[src/hdl/tmc_pkg.sv]
// constants shared by the eight-bit timer/counter and its prescaler
// assumes a single 200 MHz clock; one clock cycle is one instruction cycle
package tmc_pkg;

    // register indices; byte address is four times the index
    localparam logic [9:0]  TMC_IDX_COUNT  = 10'h001;
    localparam logic [9:0]  TMC_IDX_ICTRL  = 10'h00b;
    localparam logic [9:0]  TMC_IDX_OPTION = 10'h081;
    localparam logic [11:0] TMC_ADDR_COUNT  = {TMC_IDX_COUNT, 2'b00};
    localparam logic [11:0] TMC_ADDR_ICTRL  = {TMC_IDX_ICTRL, 2'b00};
    localparam logic [11:0] TMC_ADDR_OPTION = {TMC_IDX_OPTION, 2'b00};
    // event status (ro), event clear (wo), event enable (rw)
    localparam logic [11:0] TMC_ADDR_EVSTAT = 12'h100;
    localparam logic [11:0] TMC_ADDR_EVCLR  = 12'h104;
    localparam logic [11:0] TMC_ADDR_EVEN   = 12'h108;

    // option_control fields
    localparam int TMC_OPT_CS   = 5;  // clock_source_select
    localparam int TMC_OPT_SE   = 4;  // source_edge_select
    localparam int TMC_OPT_PSA  = 3;  // prescaler_assign
    localparam int TMC_OPT_RMSB = 2;  // prescale_rate_msb, rate is [2:0]
    // interrupt_control fields
    localparam int TMC_ICR_IE   = 5;  // overflow_int_enable
    localparam int TMC_ICR_FLAG = 2;  // overflow_flag
    // event register bit of the overflow event
    localparam int TMC_EV_OVF   = 0;

    // values after reset
    localparam logic [7:0] TMC_RST_COUNT  = 8'h00;
    localparam logic [7:0] TMC_RST_ICTRL  = 8'h00;
    localparam logic [7:0] TMC_RST_OPTION = 8'hff;

    // cycles with no increment after a count write
    localparam logic [1:0] TMC_INHIBIT_CYC = 2'h2;

endpackage : tmc_pkg

[src/hdl/tmc_prescaler.sv]
// shared eight-bit prescaler: divides a tick stream by two to the ratio
// assumes tick and clear come from logic on sys_clk
module tmc_prescaler (
    input  wire logic       sys_clk,
    input  wire logic       arst_n,
    input  wire logic       tick,
    input  wire logic       clear,
    input  wire logic [3:0] ratio_log,
    output logic            term
);
    import tmc_pkg::*;

    logic [7:0] cnt_q;
    logic [7:0] cnt_d;
    logic [7:0] mask;

    // bits below the ratio take part in the terminal count
    for (genvar i = 0; i < 8; i++) begin : g_mask
        assign mask[i] = (4'(i) < ratio_log);
    end

    // count is internal only; nothing outside can read or load it
    assign term  = tick & (&(cnt_q | ~mask));
    assign cnt_d = (clear | term) ? 8'h00 :
                   tick ? 8'(cnt_q + 8'h01) : cnt_q;

    always_ff @(posedge sys_clk or negedge arst_n) begin
        if (!arst_n) cnt_q <= 8'h00;
        else         cnt_q <= cnt_d;
    end
endmodule // tmc_prescaler

[src/hdl/tmc_timer.sv]
// eight-bit timer/counter with shared prescaler, behind an ahb-lite slave
// assumes one sys_clk cycle per instruction cycle; sleep_mode and
// wdt_clk_tick come from sys_clk logic, the counter pin is asynchronous
module tmc_timer (
    input  wire logic        sys_clk,
    input  wire logic        arst_n,
    input  wire logic        hsel,
    input  wire logic [31:0] haddr,
    input  wire logic [1:0]  htrans,
    input  wire logic        hwrite,
    input  wire logic [2:0]  hsize,
    input  wire logic [31:0] hwdata,
    input  wire logic        hready,
    output logic             hreadyout,
    output logic [31:0]      hrdata,
    output logic             hresp,
    input  wire logic        counter_clock_pin,
    input  wire logic        sleep_mode,
    input  wire logic        wdt_clk_tick,
    output logic             wdt_tick,
    output logic             irq
);
    import tmc_pkg::*;

    // bus slave state
    logic        wr_pend_q;
    logic        rd_pend_q;
    logic [11:0] addr_q;
    logic        ready_q;
    logic [31:0] rdata_q;

    // block state
    logic [7:0]  cnt_q;
    logic [7:0]  cnt_d;
    logic [1:0]  inh_q;
    logic [1:0]  inh_d;
    logic [7:0]  icr_q;
    logic [7:0]  icr_d;
    logic [7:0]  opt_q;
    logic        irq_q;
    logic        wdt_q;

    // pin synchroniser and edge history
    logic        pin_meta_q;
    logic        pin_sync_q;
    logic        pin_last_q;

    // address phase decode; only whole-word single transfers are expected
    // hsize is not looked at, so a narrow write still lands as a word
    logic        addr_ok;
    logic        rd_take;
    logic        wr_take;
    assign addr_ok = hsel & hready & htrans[1];
    assign rd_take = addr_ok & ~hwrite;
    assign wr_take = addr_ok & hwrite;

    // data phase write strobes
    logic        wr_cnt;
    logic        wr_icr;
    logic        wr_opt;
    logic        wr_evclr;
    logic        wr_even;
    assign wr_cnt   = wr_pend_q & (addr_q == TMC_ADDR_COUNT);
    assign wr_icr   = wr_pend_q & (addr_q == TMC_ADDR_ICTRL);
    assign wr_opt   = wr_pend_q & (addr_q == TMC_ADDR_OPTION);
    assign wr_evclr = wr_pend_q & (addr_q == TMC_ADDR_EVCLR);
    assign wr_even  = wr_pend_q & (addr_q == TMC_ADDR_EVEN);

    // read selection; unmapped addresses and the prescaler read zero
    logic [7:0]  rd_byte;
    assign rd_byte =
        (addr_q == TMC_ADDR_COUNT)  ? cnt_q :
        (addr_q == TMC_ADDR_ICTRL)  ? icr_q :
        (addr_q == TMC_ADDR_OPTION) ? opt_q :
        (addr_q == TMC_ADDR_EVSTAT) ? {7'h00, icr_q[TMC_ICR_FLAG]} :
        (addr_q == TMC_ADDR_EVEN)   ? {7'h00, icr_q[TMC_ICR_IE]} :
        8'h00;

    // option fields
    logic        sel_pin;
    logic        sel_fall;
    logic        psa_wdt;
    logic [2:0]  rate;
    assign sel_pin  = opt_q[TMC_OPT_CS];
    assign sel_fall = opt_q[TMC_OPT_SE];
    assign psa_wdt  = opt_q[TMC_OPT_PSA];
    assign rate     = opt_q[TMC_OPT_RMSB:0];

    // pin edges, taken only from synchronised copies
    logic        pin_rise;
    logic        pin_fall;
    logic        pin_edge;
    assign pin_rise = pin_sync_q & ~pin_last_q;
    assign pin_fall = ~pin_sync_q & pin_last_q;
    assign pin_edge = sel_fall ? pin_fall : pin_rise;

    // source tick: instruction cycle or pin edge, dead while asleep
    logic        src_tick;
    assign src_tick = (sel_pin ? pin_edge : 1'b1)
                      & ~sleep_mode;

    // prescaler sits on one path only; watchdog runs through sleep
    logic        pre_tick;
    logic        pre_term;
    logic [3:0]  pre_ratio;
    logic        pre_clear;
    assign pre_tick  = psa_wdt ? wdt_clk_tick : src_tick;
    // timer divides by two to rate plus one, watchdog by two to rate
    assign pre_ratio = psa_wdt ? {1'b0, rate} : 4'({1'b0, rate} + 4'h1);
    assign pre_clear = wr_cnt & ~psa_wdt;

    tmc_prescaler u_prescaler (
        .sys_clk   (sys_clk),
        .arst_n    (arst_n),
        .tick      (pre_tick),
        .clear     (pre_clear),
        .ratio_log (pre_ratio),
        .term      (pre_term)
    );

    // timer increment and overflow
    logic        tmr_inc;
    logic        ovf;
    assign tmr_inc = (psa_wdt ? src_tick : pre_term) & ~sleep_mode
                     & (inh_q == 2'h0) & ~wr_cnt;
    assign ovf     = tmr_inc & (cnt_q == 8'hff);

    // a count write beats a coincident increment, then holds it off
    // the two lost increments are the price of a simple load path;
    // software makes up for them by writing an adjusted value
    assign cnt_d = wr_cnt  ? hwdata[7:0] :
                   tmr_inc ? 8'(cnt_q + 8'h01) : cnt_q;
    assign inh_d = wr_cnt ? TMC_INHIBIT_CYC :
                   (inh_q != 2'h0) ? 2'(inh_q - 2'h1) : 2'h0;

    // interrupt control next value; an overflow wins over any clear
    // event enable and clear act on the control bits themselves, no copies
    always_comb begin
        icr_d = icr_q;
        if (wr_icr) begin
            icr_d = hwdata[7:0];
        end
        if (wr_even) begin
            icr_d[TMC_ICR_IE] = hwdata[TMC_EV_OVF];
        end
        if (wr_evclr && hwdata[TMC_EV_OVF]) begin
            icr_d[TMC_ICR_FLAG] = 1'b0;
        end
        if (ovf) begin
            icr_d[TMC_ICR_FLAG] = 1'b1;
        end
    end

    // bus slave: writes take no wait, reads one wait state so that
    // a read right behind a write sees the new value
    always_ff @(posedge sys_clk or negedge arst_n) begin
        if (!arst_n) begin
            wr_pend_q <= 1'b0;
            rd_pend_q <= 1'b0;
            addr_q    <= 12'h000;
            ready_q   <= 1'b1;
            rdata_q   <= 32'h0000_0000;
        end else begin
            wr_pend_q <= wr_take;
            rd_pend_q <= rd_take;
            ready_q   <= ~rd_take;
            if (addr_ok) begin
                addr_q <= haddr[11:0];
            end
            if (rd_pend_q) begin
                rdata_q <= {24'h00_0000, rd_byte};
            end
        end
    end

    // counter, inhibit and control registers
    always_ff @(posedge sys_clk or negedge arst_n) begin
        if (!arst_n) begin
            cnt_q <= TMC_RST_COUNT;
            inh_q <= 2'h0;
            icr_q <= TMC_RST_ICTRL;
            opt_q <= TMC_RST_OPTION;
        end else begin
            cnt_q <= cnt_d;
            inh_q <= inh_d;
            icr_q <= icr_d;
            if (wr_opt) begin
                opt_q <= hwdata[7:0];
            end
        end
    end

    // two flip-flops before the pin is looked at, a third for edges
    // pulses narrower than one clock may be missed entirely
    always_ff @(posedge sys_clk or negedge arst_n) begin
        if (!arst_n) begin
            pin_meta_q <= 1'b0;
            pin_sync_q <= 1'b0;
            pin_last_q <= 1'b0;
        end else begin
            pin_meta_q <= counter_clock_pin;
            pin_sync_q <= pin_meta_q;
            pin_last_q <= pin_sync_q;
        end
    end

    // registered outputs: masked interrupt and watchdog tick
    always_ff @(posedge sys_clk or negedge arst_n) begin
        if (!arst_n) begin
            irq_q <= 1'b0;
            wdt_q <= 1'b0;
        end else begin
            irq_q <= icr_q[TMC_ICR_FLAG] & icr_q[TMC_ICR_IE];
            wdt_q <= psa_wdt ? pre_term : wdt_clk_tick;
        end
    end

    assign hreadyout = ready_q;
    assign hrdata    = rdata_q;
    assign hresp     = 1'b0;
    assign irq       = irq_q;
    assign wdt_tick  = wdt_q;
endmodule // tmc_timer

[config.mk]
export PLATFORM = sky130hd
export DESIGN_NAME = tmc_timer
export DESIGN_NICKNAME = d
export VERILOG_FILES = /design/src/hdl/tmc_pkg.sv /design/src/hdl/tmc_prescaler.sv /design/src/hdl/tmc_timer.sv
export SDC_FILE = /design/constraint.sdc
export NUM_CORES = 1
export LEC_CHECK = 0
export BUFFER_PORTS_ARGS = -buffer_cell sky130_fd_sc_hd__buf_2
export CAP_MARGIN = 10
export CORE_MARGIN = 5
export CORE_UTILIZATION = 45
export CTS_CLUSTER_SIZE = 24
export DETAILED_ROUTE_END_ITERATION = 6
export PLACE_DENSITY = 0.73
export SLEW_MARGIN = 20
export SYNTH_ARGS = -nofsm -noshare
export SYNTH_HDL_FRONTEND = slang
export SYNTH_HIERARCHICAL = 1
export SYNTH_SLANG_ARGS = --single-unit
[constraint.sdc]
create_clock -name sys_clk -period 8.25 [get_ports sys_clk]
set_clock_uncertainty 0.15 [all_clocks]
set_input_delay 0 -clock sys_clk [delete_from_list [all_inputs] [get_ports sys_clk]]
set_output_delay 0 -clock sys_clk [all_outputs]
set_load 0.01 [all_outputs]
==> results_dict.tcl, run 1 <==
set metrics [dict create \
    max_cap_violations 0 \
    gp_congestion 0.875 \
    synthDistinctLibCells 48 \
    cts_sinks 62 \
    path_max_fanout 9 \
    grt_usage 0.164 \
    ir_drop_mv 0.127 \
    post_drt_wl_per_cell_um 14.7 \
    boundaryPins 113 \
    tightest_slew_ns 0.968 \
    initial_core_util 0.457 \
    finalHoldViolations 0 \
    post-route-period-util 0.462 \
    path_class "reg2reg" \
    timing.final.ws_setup_ns 4.44 \
    synth_cells 299 \
    maxSlewHeadroom 0.349 \
    pre_cts_slack_ns 4.54 \
    dp_cells 425 \
    ys_seq_elements 62 \
    fp.dieArea_um2 9040 \
    final_max_slew_viol_count 0 \
    routed_wl_mm 6.83 \
    worst_setup_path_end_kind "flop" \
    drc 0 \
    cts_made_buffers 9 \
    tns_ns 0 \
    drtAntennaViolNets 0 \
    synth_area_leaders "dfrtp_1 (41%), dfstp_2 (7.3%), mux2_2 (7.3%)" \
    worstPathArrival_ns 3.85 \
    ctsHtreeMaxLevel 3 \
    clk_latency_ns 0.34 \
    status "complete, no violations" \
    synth_edf_count 0 \
    final_cell_count_no_fill 465 \
    grt_pass1_vias 2401 \
    gr-total-overflow 0 \
    cts-root-buf "clkbuf_8" \
    die_h_um 95.1 \
    drive_gt1_frac 0.273 \
    rows 31 \
    dp_hpwl_mm 4.66 \
    fmax_mhz 262 \
    num_vias 2374 \
    tritoncts "yes" \
    antenna_found_initial 0 \
    yosys_warnings 6 \
    p_leak_nw 1.71 \
    areaGrowthSynthToFinish_pct 18.0 \
    n_antenna_cell 0 \
    setup_violations 0 \
    syn_area_per_cell_um2 10.9 \
    async_reset_ff_frac 1.00 \
    whs_path_depth 4 \
    routed_via_density 5.11 \
    final.min_clock_period_ns 3.81 \
    required_ns 8.29 \
    grt_pass1_wl_mm 11.4 \
    clockBufferDepth 2 \
    hold_path.class "in2reg" \
    port_buffers 39 \
    startpoint_type "flop" \
    die_width_um 95.1 \
    netlist_area_um2 3260 \
    ff2ff_setup_slack_ns 4.44 \
    power_density_nw_per_um2 221 \
    rsz0062_at_grt "false" \
    postCtsSetupBuffers 0 \
    synth_top_area_cell "dfrtp_1" \
    final_nets 441 \
    clk_pin_slew_ns 0.06 \
    fin_hold_ws_ns 0.0924 \
    drtPass1Iterations 4 \
    drt_iter0_drc 130 \
    yosysSeqAreaShare 0.479 \
    synth_top_area_frac 0.407 \
    r2r_cells 11 \
    grt_max_degree 63 \
    synth-main-ff-cell "dfrtp_1" \
    core-area_um2 7140 \
    fin_util 0.539 \
]
## cell families after synthesis
| group | after synthesis | share of synthesized area |
|---|---|---|
| and+or+nand+nor | 94 | 0.164 |
| DFF | 62 | 0.479 |
| AOI/OAI and AO/OA | 48 | 0.101 |
| buffers and inverters | 43 | 0.0810 |
| muxes | 32 | 0.119 |
| xor gates and xnor gates | 16 | 0.0430 |
| adders and majority gates | 3 | 0.0115 |
| other | 1 | 0.00115 |
## layout by cell type, fill, tap and decap left out, types with 4 or more instances in the layout
| cell | count |
|---|---|
| dfrtp_1 | 53 |
| buf_2 | 39 |
| nor2_1 | 25 |
| conb_1 | 25 |
| dlygate4sd3_1 | 24 |
| mux2_2 | 21 |
| nand2_1 | 19 |
| xnor2_1 | 12 |
| a21oi_1 | 12 |
| clkbuf_8 | 11 |
| nand3_1 | 10 |
| a211oi_1 | 10 |
| dfstp_2 | 9 |
| mux2_4 | 8 |
| a31oi_1 | 8 |
| nor3_1 | 7 |
| a22oi_1 | 7 |
| inv_1 | 6 |
| and3_1 | 4 |
| nand4_1 | 4 |
| clkbuf_1 | 4 |
| xor2_1 | 4 |
## power by group
part           total [mW]  internal (mW)  switching [mW]
Clock               0.235          0.125           0.109
Sequential          0.435          0.365          0.0702
Combinational       0.181         0.0954          0.0856
Total               0.850          0.586           0.265
## worst max-delay path, stage by stage (launching register included)
cell      delay [ns]
dfstp_2         0.56
and3b_1         0.19
a211oi_1        0.06
o31ai_1         0.79
inv_1           0.10
a221o_1         0.32
a221oi_4        0.39
and2_1          0.22
o21ai_1         0.19
nor4_1          0.44
xnor2_1         0.17
a21oi_1         0.08
## area by class of cell
class / count / area, µm²
repair buffers: 64 / 443
clock inverters: 1 / 5.00
multi-input cells: 218 / 1520
inverters: 6 / 22.5
flip-flops and latches: 62 / 1560
clock buffers: 15 / 166
fillers: 680 / 3290
well taps: 99 / 124
## synth_stat cells, drive strengths merged, types with 2 or more instances
library cell  count
a211oi           10
a21oi            12
a22oi             7
a31oi             8
and2              2
and3              5
and3b             2
and4b             2
buf              28
clkbuf            9
dfrtp            53
dfstp             9
ha                3
inv               6
mux2             29
mux2i             3
nand2            20
nand2b            4
nand3            10
nand4             4
nor2             25
nor3              8
nor3b             2
nor4              4
o21ai             6
or3               2
or4               2
xnor2            12
xor2              4
## path summary, 6_finish.rpt
| path | start | endpoint |
|---|---|---|
| max | opt_q[4] | cnt_q[7] |
| min | sleep_mode | u_prescaler/cnt_q[0] |
| max reg2reg | opt_q[4] | cnt_q[7] |
| min reg2reg | pin_meta_q | pin_sync_q |
| max in group asynchronous | arst_n | rd_pend_q |
| min in group asynchronous | arst_n | u_prescaler/cnt_q[2] |
## per-stage QoR
stage / power (mW) / instance area, µm²
after global placement: 0.599 / 3430
after floorplan: 0.560 / 3350
after detailed placement: 0.611 / 3430
after CTS: 0.857 / 3850
after global routing: 0.907 / 3850
final: 0.850 / 3850
## sequential cells by signal (all words and copies together), names as in the netlist
register	flops
addr_q	12
cnt_q	8
hrdata	8
icr_q	8
opt_q	8
u_prescaler/cnt_q	8
inh_q	2
hreadyout	1
irq	1
pin_last_q	1
pin_meta_q	1
pin_sync_q	1
rd_pend_q	1
wdt_tick	1
wr_pend_q	1
## metal layers
| metal | track usage | wire, µm | up-vias |
|---|---|---|---|
| met2 | 0.274 | 3460 | 58 |
| met1 | 0.200 | 2920 | 1171 |
| met4 | 0.0445 | 73 | 0 |
| li1 | - | - | 1137 |
| met5 | 0 | 0 | - |
| met3 | 0.0584 | 377 | 8 |
## repair_timing
item / 4_1_cts / 5_1_grt
gates resized for setup: 0 / 0
endpoints found under the setup margin: 0 / 0
hold buffers: 24 / 0
hold endpoints to repair: 94 / 0
Note: power is estimated with default switching activity, not from simulation.
==> run 2: changes to the inputs <==
==> constraint.sdc (replaced) <==
create_clock -name sys_clk -period 3.9 [get_ports sys_clk]
set_clock_uncertainty 0.15 [all_clocks]
set_input_delay 0 -clock sys_clk [delete_from_list [all_inputs] [get_ports sys_clk]]
set_output_delay 0 -clock sys_clk [all_outputs]
set_load 0.01 [all_outputs]
==> run 2 against run 1 <==
Compared with the run above:
- cell count rose by 0.86%
- flip-flop and latch count did not move
- global-route usage fell by 0.66 points
- hold slack got worse by 0.040 ns
- critical endpoint unchanged
- wire length fell by 3.3%
- largest cell class unchanged
- clock power rose by 100%
- sequential power rose by 110%
- highest routed layer unchanged
==> results_dict.tcl, run 2 (synthesis results as in run 1) <==
set metrics [dict create \
    startpoint_type "flop" \
    path_class "reg2reg" \
    top_layer "met4" \
    finalHoldViolations 0 \
    clk_pin_slew_ns 0.07 \
    antenna_found_initial 0 \
    tritoncts "yes" \
    rows 31 \
    fin_hold_ws_ns 0.0524 \
    cts_made_buffers 9 \
    nFillCells 641 \
    clkPwrFrac 0.268 \
    r2r-end "cnt_q[7]" \
    r2r_cells 10 \
    tightest_slew_ns 0.845 \
    required_ns 3.96 \
    maxSlewHeadroom 0.432 \
    port_buffers 39 \
    grt_pass1_vias 2310 \
    final_nets 445 \
    post_drt_wl_per_cell_um 14.1 \
    tns_ns 0 \
    fmax_mhz 298 \
    regArea_um2 1560 \
    power_density_nw_per_um2 458 \
    largest_reg_flops 12 \
    drive_gt1_frac 0.281 \
    gr-total-overflow 0 \
    final_max_slew_viol_count 0 \
    drc 0 \
    hold_path.class "in2reg" \
    p_leak_nw 1.72 \
    whs_path_depth 5 \
    wl_met3_um 387 \
    met1_length_mm 2.80 \
    die_width_um 95.1 \
    drtPass1Iterations 4 \
    hp-start "sleep_mode" \
    drtAntennaViolNets 0 \
    worstPathArrival_ns 3.41 \
    routed_wl_mm 6.60 \
    pwr-share-comb 0.216 \
    ff2ff_setup_slack_ns 0.55 \
    worst_setup_path_end_kind "flop" \
    drt_iter0_drc 94 \
    rr_startpoint "opt_q[0]" \
    ctsResizeCount 0 \
    post-route-period-util 0.859 \
    final.min_clock_period_ns 3.35 \
    fp.dieArea_um2 9040 \
    status "complete, no violations" \
    die_h_um 95.1 \
    clockBufferDepth 2 \
    layout_common_cells "dfrtp_1 (53), buf_2 (39), nor2_1 (25), conb_1 (25), dlygate4sd3_1 (24)" \
    final_common_cell "dfrtp_1" \
    areaGrowthSynthToFinish_pct 18.7 \
    path_max_fanout 7 \
    grt_pass1_wl_mm 10.9 \
    seq_power_share 0.516 \
    setup_violations 0 \
    p_sw_frac 0.310 \
    power_switching_mw 0.550 \
    internal-power_mw 1.22 \
    initial_core_util 0.457 \
    max_cap_violations 0 \
    core-area_um2 7140 \
    cts-root-buf "clkbuf_8" \
    routed_via_density 5.10 \
    rsz0062_at_grt "false" \
    ctsHtreeMaxLevel 3 \
    num_vias 2392 \
    dp_hpwl_mm 4.73 \
    cts_sinks 62 \
    boundaryPins 113 \
    clk_latency_ns 0.34 \
    ir_drop_mv 0.300 \
    grt_usage 0.157 \
    grt_max_degree 38 \
    met2WireLength_mm 3.34 \
    hold-path-endpoint "u_prescaler/cnt_q[0]" \
    n_antenna_cell 0 \
    gp_congestion 0.839 \
    largest-register "addr_q" \
    fin_util 0.542 \
    multiInputGateArea_um2 1520 \
]
-- run 2: cell types whose count changed in the layout (fill, tap and decap cells not counted), sizes merged --
cell,change
clkinv,+1
buf,+4
clkbuf,-1
-- run 2: cell type report --
| class | instances | share of cell area |
|---|---|---|
| inverters | 6 | 0.00582 |
| well taps | 99 | 0.0320 |
| flip-flops and latches | 62 | 0.404 |
| clock buffers | 14 | 0.0395 |
| repair buffers | 68 | 0.122 |
| multi-input cells | 218 | 0.394 |
| clock inverters | 2 | 0.00259 |
-- run 2: power by group through the flow --
stage          combinational (mW)  clock (mW)  sequential (mW)
6_report                    0.384       0.475            0.914
5_1_grt                     0.431       0.523            0.934
4_1_cts                     0.388       0.492            0.913
3_5_place_dp                0.367           0            0.924
3_3_place_gp                0.353           0            0.919
2_1_floorplan               0.302           0            0.883
-- run 2: how the worst max path moves through the flow --
stage | start | end
after floorplan | opt_q[3] | cnt_q[7]
after detailed placement | opt_q[0] | cnt_q[7]
after global placement | opt_q[0] | cnt_q[7]
final | opt_q[0] | cnt_q[7]
after global routing | opt_q[0] | cnt_q[7]
after CTS | opt_q[0] | cnt_q[7]
-- run 2: worst max-delay path, stage by stage, from the launching register on --
cell and delay [ns]:
dfstp_2 0.57, ha_1 0.24, mux2_2 0.31, or3_1 0.31, a221o_1 0.36, a221oi_4 0.20
and2_1 0.19, o21ai_1 0.18, nor4_1 0.47, xnor2_1 0.17, a21oi_1 0.08
-- run 2: per-layer routing --
metal / GRT usage / vias to the layer above
met5: 0 / -
met4: 0.0469 / 0
met3: 0.0434 / 11
met2: 0.265 / 69
met1: 0.197 / 1159
li1: - / 1153
-- run 2: repair_timing --
item	4_1_cts	5_1_grt
hold buffers	24	0
hold endpoints to repair	71	0
buffers inserted	0	0
-- run 2: through the flow --
stage          cell area, µm²  instances  power [mW]  setup WS [ns]
3_3_place_gp             3460        429        1.27          0.646
3_5_place_dp             3460        429        1.29          0.589
4_1_cts                  3870        469        1.79          0.564
5_1_grt                  3870        469        1.89          0.463
2_1_floorplan            3350        323        1.18          0.596
6_report                 3870        469        1.77          0.549
